File: src/urx_pkg.sv
// Package and majority voter for the receive recovery block
package urx_pkg;

  // ----------------------------------------------------------------
  // Register map (byte addresses)
  // ----------------------------------------------------------------
  localparam logic [7:0] URX_OFS_CTRL   = 8'h00;
  localparam logic [7:0] URX_OFS_STATUS = 8'h04;
  localparam logic [7:0] URX_OFS_DATA   = 8'h08;
  localparam logic [7:0] URX_OFS_BAUD   = 8'h0C;

  // ----------------------------------------------------------------
  // Field positions
  // ----------------------------------------------------------------
  localparam int URX_CTRL_FILTER  = 0;
  localparam int URX_CTRL_DOUBLE  = 1;
  localparam int URX_CTRL_SIZE_LO = 2;
  localparam int URX_CTRL_RXEN    = 5;
  localparam int URX_STAT_RXC     = 0;
  localparam int URX_STAT_FE      = 1;
  localparam int URX_STAT_NINTH   = 2;

  // ----------------------------------------------------------------
  // Widths, reset values, size codes and data bit counts
  // ----------------------------------------------------------------
  localparam int          URX_DIV_W        = 12;
  localparam int          URX_SAMP_W       = 5;
  localparam logic [2:0]  URX_SIZE_RST     = 3'h3;
  localparam logic [2:0]  URX_SIZE_NINE    = 3'h7;
  localparam logic [3:0]  URX_BITS_MIN     = 4'h5;
  localparam logic [3:0]  URX_BITS_NINE    = 4'h9;
  localparam logic [URX_DIV_W-1:0] URX_DIV_RST = 12'h000;

  // ----------------------------------------------------------------
  // Oversampling: states per bit and first voted sample
  // ----------------------------------------------------------------
  localparam logic [URX_SAMP_W-1:0] URX_S_NORM  = 5'h10;
  localparam logic [URX_SAMP_W-1:0] URX_S_DBL   = 5'h08;
  localparam logic [URX_SAMP_W-1:0] URX_SF_NORM = 5'h08;
  localparam logic [URX_SAMP_W-1:0] URX_SF_DBL  = 5'h04;
  localparam logic [URX_SAMP_W-1:0] URX_SAMP_1  = 5'h01;

  // ----------------------------------------------------------------
  // Receiver states
  // ----------------------------------------------------------------
  typedef enum logic [1:0] {
    URX_IDLE,
    URX_START,
    URX_DATA,
    URX_STOP
  } urx_rx_state_t;

endpackage : urx_pkg

`timescale 1ns/100ps

// ------------------------------------------------------------------
// Two-of-three majority decision
// ------------------------------------------------------------------
module urx_vote (
  // Three samples from the bit centre
  input  wire logic [2:0] samples,
  // Decided level
  output logic            level
);

  always_comb begin
    level = (samples[0] & samples[1]) | (samples[0] & samples[2]) | (samples[1] & samples[2]);
  end

endmodule : urx_vote

File: src/urx_rx_recovery.sv
// Receive data recovery with majority voting and address filtering, AHB-Lite registers
//
// The implementer's own choices: the address map and the AHB-Lite interface to the registers.
`timescale 1ns/100ps

module urx_rx_recovery (
  // Clock and reset
  input  wire logic        hclk,
  input  wire logic        hresetn,
  // AHB-Lite slave
  input  wire logic        hsel,
  input  wire logic [31:0] haddr,
  input  wire logic [1:0]  htrans,
  input  wire logic        hwrite,
  input  wire logic [2:0]  hsize,
  input  wire logic [31:0] hwdata,
  input  wire logic        hready,
  output logic      [31:0] hrdata,
  output logic             hreadyout,
  output logic             hresp,
  // Serial input pin
  input  wire logic        rxd,
  // Shared character size towards the transmitter
  output logic      [2:0]  tx_char_size
);

  import urx_pkg::*;

  // ----------------------------------------------------------------
  // State
  // ----------------------------------------------------------------
  typedef struct packed {
    logic                  rxd_meta;
    logic                  rxd_sync;
    logic [URX_DIV_W-1:0]  div_cnt;
    logic                  tick;
    urx_rx_state_t         st;
    logic [URX_SAMP_W-1:0] samp;
    logic [3:0]            bit_idx;
    logic [8:0]            shreg;
    logic [1:0]            early;
    logic                  filter_en;
    logic                  double_speed;
    logic [2:0]            char_size;
    logic                  rx_en;
    logic [URX_DIV_W-1:0]  baud_divisor;
    logic [8:0]            buf_data;
    logic                  buf_fe;
    logic                  buf_full;
    logic                  wr_pend;
    logic [7:0]            wr_addr;
    logic [31:0]           hrdata;
    logic                  hreadyout;
  } urx_state_t;

  urx_state_t q, d;

  // ----------------------------------------------------------------
  // Helpers
  // ----------------------------------------------------------------
  function automatic logic [3:0] urx_data_bits(input logic [2:0] size);
    if (size == URX_SIZE_NINE) begin
      return URX_BITS_NINE;
    end else if (size > 3'h3) begin
      return URX_BITS_NINE - 4'h1;
    end else begin
      return URX_BITS_MIN + {1'b0, size};
    end
  endfunction : urx_data_bits

  function automatic logic [31:0] urx_word(input logic [URX_DIV_W-1:0] v);
    return {{(32-URX_DIV_W){1'b0}}, v};
  endfunction : urx_word

  // ----------------------------------------------------------------
  // Sample geometry
  // ----------------------------------------------------------------
  logic [URX_SAMP_W-1:0] spb;
  logic [URX_SAMP_W-1:0] sf;
  logic [3:0]            nbits;
  logic                  voted;
  logic                  frame_type;

  always_comb begin
    spb   = q.double_speed ? URX_S_DBL : URX_S_NORM;
    sf    = q.double_speed ? URX_SF_DBL : URX_SF_NORM;
    nbits = urx_data_bits(q.char_size);
  end

  // Third sample is the live one; the first two were kept
  urx_vote u_vote (
    .samples ({q.early, q.rxd_sync}),
    .level   (voted)
  );

  // ----------------------------------------------------------------
  // Next-state logic
  // ----------------------------------------------------------------
  logic        bus_take;
  logic        pop;
  logic        frame_done;
  logic        store;
  logic [31:0] rd;

  always_comb begin
    d          = q;
    pop        = 1'b0;
    frame_done = 1'b0;
    store      = 1'b0;
    frame_type = 1'b0;
    rd         = 32'h0000_0000;
    bus_take   = hsel & htrans[1] & hready;

    // Pin synchroniser
    d.rxd_meta = rxd;
    d.rxd_sync = q.rxd_meta;

    // Oversampling tick from the baud divisor
    d.tick = 1'b0;
    if (q.div_cnt >= q.baud_divisor) begin
      d.div_cnt = URX_DIV_RST;
      d.tick    = 1'b1;
    end else begin
      d.div_cnt = q.div_cnt + 12'h001;
    end

    // --------------------------------------------------------------
    // Recovery state machine
    // --------------------------------------------------------------
    if (q.tick) begin
      if (q.samp == sf) begin
        d.early[1] = q.rxd_sync;
      end
      if (q.samp == sf + URX_SAMP_1) begin
        d.early[0] = q.rxd_sync;
      end
      case (q.st)
        URX_IDLE: begin
          if (!q.rxd_sync) begin
            d.st   = URX_START;
            d.samp = URX_SAMP_1 + URX_SAMP_1;
          end else begin
            d.samp = URX_SAMP_1;
          end
        end
        URX_START: begin
          d.samp = q.samp + URX_SAMP_1;
          if (q.samp == sf + 5'h02 && voted) begin
            d.st   = URX_IDLE;
            d.samp = URX_SAMP_1;
          end else if (q.samp == spb) begin
            d.st      = URX_DATA;
            d.samp    = URX_SAMP_1;
            d.bit_idx = 4'h0;
            d.shreg   = 9'h000;
          end
        end
        URX_DATA: begin
          d.samp = q.samp + URX_SAMP_1;
          if (q.samp == sf + 5'h02) begin
            d.shreg[q.bit_idx] = voted;
          end
          if (q.samp == spb) begin
            d.samp    = URX_SAMP_1;
            d.bit_idx = q.bit_idx + 4'h1;
            if (q.bit_idx + 4'h1 == nbits) begin
              d.st = URX_STOP;
            end
          end
        end
        URX_STOP: begin
          d.samp = q.samp + URX_SAMP_1;
          if (q.samp == sf + 5'h02) begin
            frame_done = 1'b1;
            d.st       = URX_IDLE;
            d.samp     = URX_SAMP_1;
          end
        end
        default: begin
          d.st = URX_IDLE;
        end
      endcase
    end

    // --------------------------------------------------------------
    // Frame type and address filter
    // --------------------------------------------------------------
    frame_type = (nbits == URX_BITS_NINE) ? q.shreg[8] : voted;
    // Type one is an address, zero is data
    store = frame_done & (~q.filter_en | frame_type);

    // --------------------------------------------------------------
    // AHB-Lite: read data registered in the address phase
    // --------------------------------------------------------------
    d.hreadyout = 1'b1;
    d.wr_pend   = bus_take & hwrite;
    d.wr_addr   = haddr[7:0];
    if (bus_take && !hwrite) begin
      if (haddr[7:0] == URX_OFS_CTRL) begin
        rd[URX_CTRL_FILTER]                  = q.filter_en;
        rd[URX_CTRL_DOUBLE]                  = q.double_speed;
        rd[URX_CTRL_SIZE_LO+2:URX_CTRL_SIZE_LO] = q.char_size;
        rd[URX_CTRL_RXEN]                    = q.rx_en;
      end else if (haddr[7:0] == URX_OFS_STATUS) begin
        rd[URX_STAT_RXC]   = q.buf_full;
        rd[URX_STAT_FE]    = q.buf_fe & q.buf_full;
        rd[URX_STAT_NINTH] = q.buf_data[8] & q.buf_full;
      end else if (haddr[7:0] == URX_OFS_DATA) begin
        rd[7:0] = q.buf_data[7:0];
        pop     = q.buf_full;
      end else if (haddr[7:0] == URX_OFS_BAUD) begin
        rd = urx_word(q.baud_divisor);
      end else begin
        rd = 32'h0000_0000;
      end
    end
    d.hrdata = rd;

    // Writes land in the data phase
    if (q.wr_pend) begin
      if (q.wr_addr == URX_OFS_CTRL) begin
        d.filter_en    = hwdata[URX_CTRL_FILTER];
        d.double_speed = hwdata[URX_CTRL_DOUBLE];
        d.char_size    = hwdata[URX_CTRL_SIZE_LO+2:URX_CTRL_SIZE_LO];
        d.rx_en        = hwdata[URX_CTRL_RXEN];
      end else if (q.wr_addr == URX_OFS_BAUD) begin
        d.baud_divisor = hwdata[URX_DIV_W-1:0];
      end
    end

    // --------------------------------------------------------------
    // Receive holding register; a new frame wins over a read
    // --------------------------------------------------------------
    if (pop) begin
      d.buf_full = 1'b0;
    end
    if (store && (!q.buf_full || pop)) begin
      d.buf_data = q.shreg;
      d.buf_fe   = ~voted;
      d.buf_full = 1'b1;
    end

    // Receiver off: flush and park
    if (!q.rx_en) begin
      d.st       = URX_IDLE;
      d.samp     = URX_SAMP_1;
      d.buf_full = 1'b0;
      d.buf_fe   = 1'b0;
    end
  end

  // ----------------------------------------------------------------
  // State register
  // ----------------------------------------------------------------
  always_ff @(posedge hclk or negedge hresetn) begin
    if (!hresetn) begin
      q              <= '0;
      q.rxd_meta     <= 1'b1;
      q.rxd_sync     <= 1'b1;
      q.st           <= URX_IDLE;
      q.samp         <= URX_SAMP_1;
      q.char_size    <= URX_SIZE_RST;
      q.baud_divisor <= URX_DIV_RST;
      q.hreadyout    <= 1'b1;
    end else begin
      q <= d;
    end
  end

  // ----------------------------------------------------------------
  // Outputs
  // ----------------------------------------------------------------
  always_comb begin
    hrdata       = q.hrdata;
    hreadyout    = q.hreadyout;
    hresp        = 1'b0;
    tx_char_size = q.char_size;
  end

endmodule : urx_rx_recovery

File: config.mk
export PLATFORM = sky130hd
export DESIGN_NAME = urx_rx_recovery
export DESIGN_NICKNAME = d
export VERILOG_FILES = /design/src/urx_pkg.sv /design/src/urx_rx_recovery.sv
export SDC_FILE = /design/constraint.sdc
export NUM_CORES = 1
export LEC_CHECK = 0
export BUFFER_PORTS_ARGS = -buffer_cell sky130_fd_sc_hd__buf_2
export CORE_MARGIN = 3
export CORE_UTILIZATION = 45
export DETAILED_ROUTE_END_ITERATION = 7
export GPL_TIMING_DRIVEN = 1
export PLACE_DENSITY = 0.71
export SYNTH_ARGS = -nofsm -noshare
export SYNTH_HDL_FRONTEND = slang
export SYNTH_HIERARCHICAL = 1
export SYNTH_SLANG_ARGS = --single-unit
File: constraint.sdc
create_clock -name hclk -period 2.2 [get_ports hclk]
set_clock_uncertainty 0.1 [all_clocks]
set_input_delay 0.44 -clock hclk [delete_from_list [all_inputs] [get_ports hclk]]
set_output_delay 0.44 -clock hclk [all_outputs]
set_load 0.01 [all_outputs]
Word-level counts from Yosys, hierarchy flattened
Index checks and enable logic that the tools add are counted.
Operators by class
  $add $sub $neg: 6
  $lt $le $gt $ge: 4
  equal/unequal tests: 26
  muxes and demuxes: 43
  bitwise gates (word level): 15
  reductions and logical operators: 18
Operators by type and width (number)
  $mux W32: 1
  $pmux W7 S4: 1
  $mux W26: 1
  $pmux W13 S2: 1
  $eq A8 B4 Y1 const B: 3
  $mux W12: 2
  $mux W22: 1
  $mux W7: 3
  $mux W20: 1
  $mux W9: 2
  $logic_not A8 Y1: 2
  $mux W4: 4
  $eq A5 B5 Y1: 3
  $mux W1: 13
  $mux W13: 1
  $add A12 B1 Y12 const B: 1
  $ge A12 B12 Y1: 1
  $ne A3 B3 Y1 const B: 4
  $mux W11: 1
  $mux W2: 5
  $reduce_and A5 Y1: 2
  $and A1 B1 Y1: 9
  $bwmux W9: 1
  $eq A8 B3 Y1 const B: 1
  33 further kinds: 48
Storage, ports and cells
  bits in registers: 107
  input port bits: 75
  output and inout port bits: 37
  word-level logic and storage cells: 133

Logic depth before layout (Yosys ltp)
Gate-level depths: netlist (run 1).
  depth after elaboration: 10
  mapped depth: 8
  gate-level depth less buffers: 7

Hierarchy
Netlist (run 1), hierarchy kept.
Modules (own cells, without submodules)
  urx_rx_recovery: instances 1, cells each 461, area an instance 4892.2 sq um, seq. area each 2183.3 sq um
  urx_vote: instances 1, cells each 1, area an instance 11.3 sq um, seq. area each 0.0 sq um

Worst setup path after synthesis (run 1)
No wires, ideal clock.
  kind: register to register
  from: reg q, in the netlist tx_char_size[0]
  to: reg q[44] (netlist name)
  library setup time: 125 ps
  arrival time: 2219 ps
  required time: 1975 ps
  slack: -244 ps
  stages on the path, launching flop included: 8
  buffers on the path: 0
  period minus slack after synthesis: 2444 ps
  cells stage by stage: dfstp_2 -> ha_1 -> ha_1 -> o21ai_0 -> a21oi_1 -> or4b_4 -> nand4_4 -> mux2_2
On the way
  longest elaborated chain between the ends: 8
  elaborated cells on any way between the ends: 10
  those cells by class: 1 x add/sub; 1 x order compare; 2 x eq/ne; 3 x mux; 2 x bitwise; 1 x reduce/logical
RTL lines
  start, declared: line urx_rx_recovery.sv:56  | urx_state_t q, d;
  $add A3 B3 Y4 / $gt A3 B2 Y1 (equally long branches): line urx_rx_recovery.sv:67, urx_rx_recovery.sv:64
  $mux W4: line urx_rx_recovery.sv:64  | end else if (size > 3'h3) begin
  $mux W4 *: line urx_rx_recovery.sv:62  | if (size == URX_SIZE_NINE) begin
  $eq A4 B4 Y1 *: line urx_rx_recovery.sv:188  | frame_type = (nbits == URX_BITS_NINE) ? q.shreg[8] : voted;
  $mux W1 *: line urx_rx_recovery.sv:188
  $or A1 B1 Y1 *: line urx_rx_recovery.sv:190  | store = frame_done & (~q.filter_en | frame_type);
  $and A1 B1 Y1 *: line urx_rx_recovery.sv:190
  $logic_and A1 B1 Y1 *: line urx_rx_recovery.sv:237  | if (store && (!q.buf_full || pop)) begin
Mark *: on every way between the ends. The rest lies on a longest branch, timed or not.
A chain may end at the register's enable or synchronous reset.

Final worst setup path (run 1)
  from: reg q, in the netlist tx_char_size[0]
  to: reg q[49] (netlist name)
Same word-level chain as after synthesis.

==> results of run 1 <==
registers in the layout (all words and copies together) (netlist names):
register and cells:
hrdata 12, d 1, q 71, tx_char_size 3
cell usage after synthesis, types with 2 or more instances:
cell       number  share of area
nor3_1          8         0.0082
o22ai_1         2         0.0026
xor2_1          9          0.016
nand2_1        36          0.028
clkbuf_1       10         0.0077
and4_1          2         0.0036
dfrtp_1        82           0.42
or3b_4          2         0.0046
a211oi_1       17          0.026
a22o_1          2         0.0036
and3_1          5         0.0064
o2111ai_1       8          0.014
a21boi_0        2         0.0031
mux2i_1        14          0.029
or3_1           2         0.0026
and2_1          3         0.0038
nand4b_1        2         0.0036
conb_1          2         0.0015
nand3_1        11          0.011
xnor2_1         6          0.011
a311oi_1        2         0.0036
o21ai_0        25          0.026
o221ai_1        2         0.0036
nand3b_1        4         0.0061
nor2b_1        11          0.014
buf_6           3         0.0069
a21oi_1         6         0.0061
nand4_1         4         0.0051
a21o_1          9          0.014
mux2_2         19          0.044
nand2b_1        6         0.0077
dfstp_2         5          0.027
inv_1          21          0.016
o41ai_1         2         0.0036
buf_4          37          0.057
o211ai_1        3         0.0046
ha_1           24          0.061
nor2_1         22          0.017
o22a_1          5         0.0089
a211oi_4        3          0.012
worst min-delay path by stage:
| stage | from | slack, ns | cells after the start | end |
|---|---|---|---|---|
| 2_1_floorplan | hresetn | 0.04 | 0 | hrdata[0]$_DFF_PN0_ |
| 3_5_place_dp | d[106]$_DFF_PN1_ | 0.25 | 0 | q[106]$_DFF_PN1_ |
| 6_report | rxd | 0.09 | 1 | d[106]$_DFF_PN1_ |
| 5_1_grt | rxd | 0.07 | 1 | d[106]$_DFF_PN1_ |
| 4_1_cts | rxd | 0.07 | 1 | d[106]$_DFF_PN1_ |
| 3_3_place_gp | d[106]$_DFF_PN1_ | 0.25 | 0 | q[106]$_DFF_PN1_ |
routing by layer:
layer  routed length [um]  global-route usage  vias to the layer above  share of wire
li1                     -                   -                     1688              -
met1                 4830               0.238                     1759           0.45
met2                 5180               0.306                       72           0.49
met3                  419              0.0256                       13          0.039
met4                  212              0.0748                        0          0.020
met5                    0                   0                        -              0
stage by stage:
stage                      util  total power, W  hold slack, ns  cells  cell area (um^2)
after floorplan               -         0.00178          0.0444    482              4990
after global placement    0.497         0.00185           0.246    632              5200
after detailed placement  0.497         0.00186           0.247    632              5200
after CTS                 0.523         0.00287          0.0727    650              5470
after global routing      0.528         0.00296          0.0678    652              5520
final                     0.528         0.00285          0.0885    652              5520
logic make-up (layout without fill, tap and decap cells):
kind of cell	Yosys count	count (layout)	share of synthesized area
and+or+nand+nor	126	127	0.138
AOI/OAI and AO/OA	99	99	0.152
DFF	87	87	0.445
buffers and inverters	73	106	0.0916
muxes	34	34	0.0768
adders and majority gates	25	25	0.0635
xor gates and xnor gates	16	16	0.0316
other	2	22	0.00153
worst max-delay path, delay by kind of cell (launching register included):
kind / cells / cell delay, ns
muxes: 1 / 0.32
adders and majority gates: 2 / 0.36
AOI/OAI and AO/OA: 2 / 0.23
DFF: 1 / 0.56
and+or+nand+nor: 2 / 0.70
cell type report:
cell class              instances  area [um^2]  area share
multi-input cells             323         2480       0.449
flip-flops and latches         87         2180       0.396
repair buffers                 69          437      0.0791
well taps                     136          170      0.0308
clock buffers                  12          145      0.0263
inverters                      21         78.8      0.0143
clock inverters                 4         30.0     0.00544
layout by cell type, fill, tap and decap left out, types with 10 or more instances in the layout:
cell type,Yosys,layout
mux2i_1,14,14
o21ai_0,25,22
a211oi_1,17,13
nand3_1,11,11
mux2_2,19,10
dfrtp_1,82,81
buf_2,0,40
clkbuf_8,1,10
nand2_1,36,36
inv_1,21,21
ha_1,24,21
nor2b_1,11,11
nor2_1,22,22
conb_1,2,22
buf_4,37,26
power by group through the flow:
stage	Sequential [W]	Combinational [W]	Clock, W
2_1_floorplan	0.00166	0.000119	0
3_3_place_gp	0.00166	0.000185	0
3_5_place_dp	0.00167	0.000190	0
4_1_cts	0.00163	0.000201	0.00103
5_1_grt	0.00164	0.000230	0.00109
6_report	0.00163	0.000204	0.00101
repair_timing:
item	4_1_cts	5_1_grt
gates resized for setup	15	11
hold buffers	1	0
cloned	1	0
buffers inserted	0	2
hold endpoints to repair	33	0
pin swaps	4	9
endpoints found under the setup margin	12	19
==> metrics.cfg, run 1 <==
[clock_network]
cts_buffers = 9
clk_latency_ns = 0.35
cts_buffer_depth = 2
cts_tree = built
cts_root_buffer = clkbuf_8
cts.sinks = 87
htreeDepth = 3
clk_pin_slew_ns = 0.09

[critical_path]
crit-reg2reg-launch = tx_char_size[0]$_DFFE_PN1P_
r2r_end = q[49]$_DFFE_PN0P_
reg2reg_slack_ns = -0.17
cp-start-kind = register
worst_path_largest_cell_delay_ns = 0.56
cp_slowest_cell = dfstp_2
cp-end-kind = register
cp_common_cell = ha_4
r2r_cells = 7
startpoint = tx_char_size[0]$_DFFE_PN1P_
endpoint = q[49]$_DFFE_PN0P_
required_ns = 2.34
path_max_fanout = 5
path_class = reg2reg
path_cells = ha_4 -> ha_4 -> o21ai_2 -> a21oi_2 -> or4b_4 -> nand4_4 -> mux2_4
arrival_ns = 2.52

[pwr]
switching_share = 0.245
p_seq_frac = 0.574
combPwrFrac = 0.072
leakagePower_nw = 2.70
clock_power_share = 0.354
p_int_w = 0.00215
vdd_drop_max_mv = 0.266
switchingPower_w = 0.000699
powerDensity_nw_per_um2 = 515

[worst_hold_path]
hp-class = in2reg

[timing]
setup_slack_ns = -0.174
fin_crit_sh = 1.08
setup_tns_ns = -1.61
slew_violations = 0
setup_viol = 11
tightest_slew_ns = 0.511
hold_viol_final = 0
rsz0062_at_grt = yes
slew_headroom = 0.659
max_freq_mhz = 421
post-route-min-period_ns = 2.37

[die]
die_area_um2 = 12200
core_um2 = 10500
io-pin-count = 112
row_count = 37
start_util = 0.469
die_x_um = 110
fp.dieH_um = 110

[routing]
wl_per_cell_um = 16.3
routed_via_density = 5.42
drtAntennaViolNets = 0
wl_um = 10600
vias = 3532
drt_pass1_iterations = 4
dr.first_iter.drc_count = 207
drc_errors = 0

[final_layout]
final_nets = 610
synthToLayoutAreaGrowth_pct = 12.6
drive_gt1_frac = 0.264
fillCellCount = 928
antennaDiodeCount = 0

[status]
status = finished with violations
violations = setup timing

[global_routing]
track_usage = 0.183
grt_max_degree = 39
antenna_found_initial = 0
globalRouteOverflowTotal = 0
grt_pass1_wl_um = 17300
grt_pass1_vias = 3505

[synth]
avgSynthCellArea_um2 = 10.6
ys.flop_type = dfrtp_1
yosys_register_bits = 87
synth_warnings = 6
ys_seq_area_frac = 0.445
synthCells = 462
synth_edf_count = 0
syn_area_um2 = 4900
async_flop_share = 1.00
synth.distinct_cells = 64

[placed_design]
dp_hpwl_um = 7780
portBuffers = 41
place_congestion = 0.826
post-place-ws_ns = -0.284

[flow_run]
cap_violations = 0

Power figures use the tool's default switching activity.
==> run 2: changes to the inputs <==
--- a/config.mk
+++ b/config.mk
@@ -10,7 +10,7 @@
 export CORE_UTILIZATION = 45
 export DETAILED_ROUTE_END_ITERATION = 7
 export GPL_TIMING_DRIVEN = 1
-export PLACE_DENSITY = 0.71
+export PLACE_DENSITY = 0.7
 export SYNTH_ARGS = -nofsm -noshare
 export SYNTH_HDL_FRONTEND = slang
 export SYNTH_HIERARCHICAL = 1
==> run 2 against run 1 <==
Net effect:
- the run still ends with setup timing left
- clock power about the same
- via count down 0.62%
- worst hold slack lost 0.011 ns
- first-iteration DRC count is 25% higher
- non-clock buffer count up 4
==> metrics.cfg, run 2 (synthesis results as in run 1) <==
[die]
die_area_um2 = 12200
fp.dieH_um = 110
row_count = 37
start_util = 0.469
core_um2 = 10500
die_x_um = 110
io-pin-count = 112

[final_layout]
fillCellCount = 907
largest_reg_flops = 71
layout_commonest_cell = dfrtp_1
finalInstanceArea_um2 = 5570
seq_area_um2 = 2180
antennaDiodeCount = 0
layout_common_cells = dfrtp_1, buf_2, nand2_1
final_util = 0.532
multi_input_area_um2 = 2490
top_register = q
finalNonFillerCells = 656
final_nets = 614
synthToLayoutAreaGrowth_pct = 13.6
drive_gt1_frac = 0.271

[routing]
dr.first_iter.drc_count = 258
wl_um = 10400
drt_pass1_iterations = 4
routed_via_density = 5.35
wl_per_cell_um = 15.9
vias = 3510
drc_errors = 0
drtAntennaViolNets = 0

[timing]
rsz0062_at_grt = yes
max_freq_mhz = 417
post-route-min-period_ns = 2.40
setup_slack_ns = -0.201
fin_crit_sh = 1.09
hold_slack_ns = 0.0772
slew_violations = 0
setup_viol = 11
hold_viol_final = 0

[critical_path]
crit_buf_inv = 0
cp_slowest_cell = dfstp_2
path_cells = ha_4 -> ha_4 -> o21ai_2 -> a21oi_2 -> or4b_4 -> nand4_4 -> mux2_4
path_max_fanout = 5
cp-start-kind = register
path_class = reg2reg
required_ns = 2.35
cp_common_cell = ha_4
worst_path_largest_cell_delay_ns = 0.57
cp-end-kind = register
arrival_ns = 2.55
path_delay_family = simple AND/OR/NAND/NOR gates

[status]
status = finished with violations
violations = setup timing

[pwr]
powerDensity_nw_per_um2 = 519
switching_share = 0.253
switchingPower_w = 0.000730
combPwrFrac = 0.073
leakagePower_nw = 2.72
vdd_drop_max_mv = 0.274
clock_power_share = 0.361
p_int_w = 0.00216
p_seq_frac = 0.566

[global_routing]
antenna_found_initial = 0
globalRouteOverflowTotal = 0
grt_use_met2 = 0.285
use_met1 = 0.242
track_usage = 0.180
use_met3 = 0.0332
grt_pass1_vias = 3499
grt_max_degree = 33
grt.busiest_layer = met2
grt_pass1_wl_um = 16900

[placed_design]
dp.cells = 636
dpl_cell_area_um2 = 5230
dp_hpwl_um = 7650
portBuffers = 41
place_congestion = 0.839
post-place-ws_ns = -0.271

[clock_network]
cts_root_buffer = clkbuf_8
htreeDepth = 3
clk_latency_ns = 0.37
cts_buffer_depth = 2
clk_pin_slew_ns = 0.09
cts.sinks = 87
cts_buffers = 9
cts_tree = built

[flow_run]
cap_violations = 0

[worst_hold_path]
hp-class = in2reg

[run 2: changes by cell type in the layout (fill, tap and decap cells not counted), sizes merged]
cell,change
inv,+2
buf,+4
clkbuf,-1
clkinv,-1
[run 2: what timing repair did]
action	CTS	global route
hold buffers	1	0
pin swaps	6	10
endpoints found under the setup margin	12	19
resized for setup	11	17
cloned	1	0
hold endpoints to repair	23	0
setup buffers	1	1
[run 2: per-stage QoR]
| step | total power, W | TNS, ns |
|---|---|---|
| 6_report | 0.00289 | -1.89 |
| 4_1_cts | 0.00290 | -2.02 |
| 3_5_place_dp | 0.00186 | -2.79 |
| 2_1_floorplan | 0.00178 | -1.48 |
| 3_3_place_gp | 0.00185 | -2.37 |
| 5_1_grt | 0.00301 | -2.60 |
[run 2: final cells by class]
cell class | count | share of cell area
inverter | 21 | 0.0142
multi-input combinational | 323 | 0.447
sequential | 87 | 0.392
timing repair buffer | 73 | 0.0838
clock inverter | 5 | 0.00696
tap | 136 | 0.0306
clock buffer | 11 | 0.0254
[run 2: routing by layer]
metal | wire length [um] | share of wire | vias to the layer above
met5 | 0 | 0 | -
met2 | 4950 | 0.47 | 85
met3 | 512 | 0.049 | 15
met1 | 4710 | 0.45 | 1713
li1 | - | - | 1697
met4 | 244 | 0.023 | 0
[run 2: path summary, 6_finish.rpt]
kind                                              from                end  slack (ns)  depth (start not counted)
setup / recovery           tx_char_size[1]$_DFFE_PN1P_  q[51]$_DFFE_PN0P_       -0.20                          7
hold / removal                                     rxd   d[106]$_DFF_PN1_        0.08                          1
setup reg to reg           tx_char_size[1]$_DFFE_PN1P_  q[51]$_DFFE_PN0P_       -0.20                          7
hold reg to reg                       d[106]$_DFF_PN1_   q[106]$_DFF_PN1_        0.26                          0
max in group asynchronous                      hresetn    q[33]$_DFF_PN0_        0.98                          3
min in group asynchronous                      hresetn  q[60]$_DFFE_PN0P_        0.44                          2
[run 2: worst reg2reg max path, cell delays in order (launching register included)]
cell,delay [ns]
dfstp_2,0.57
ha_4,0.17
ha_4,0.21
o21ai_2,0.14
a21oi_2,0.08
or4b_4,0.54
nand4_4,0.16
mux2_4,0.32
[run 2: power by group through the flow]
stage | logic [W] | clock network, W | registers [W]
floorplan | 0.000119 | 0 | 0.00166
global placement | 0.000187 | 0 | 0.00166
detailed placement | 0.000192 | 0 | 0.00167
CTS | 0.000205 | 0.00106 | 0.00163
global route | 0.000237 | 0.00113 | 0.00164
finish | 0.000211 | 0.00104 | 0.00164
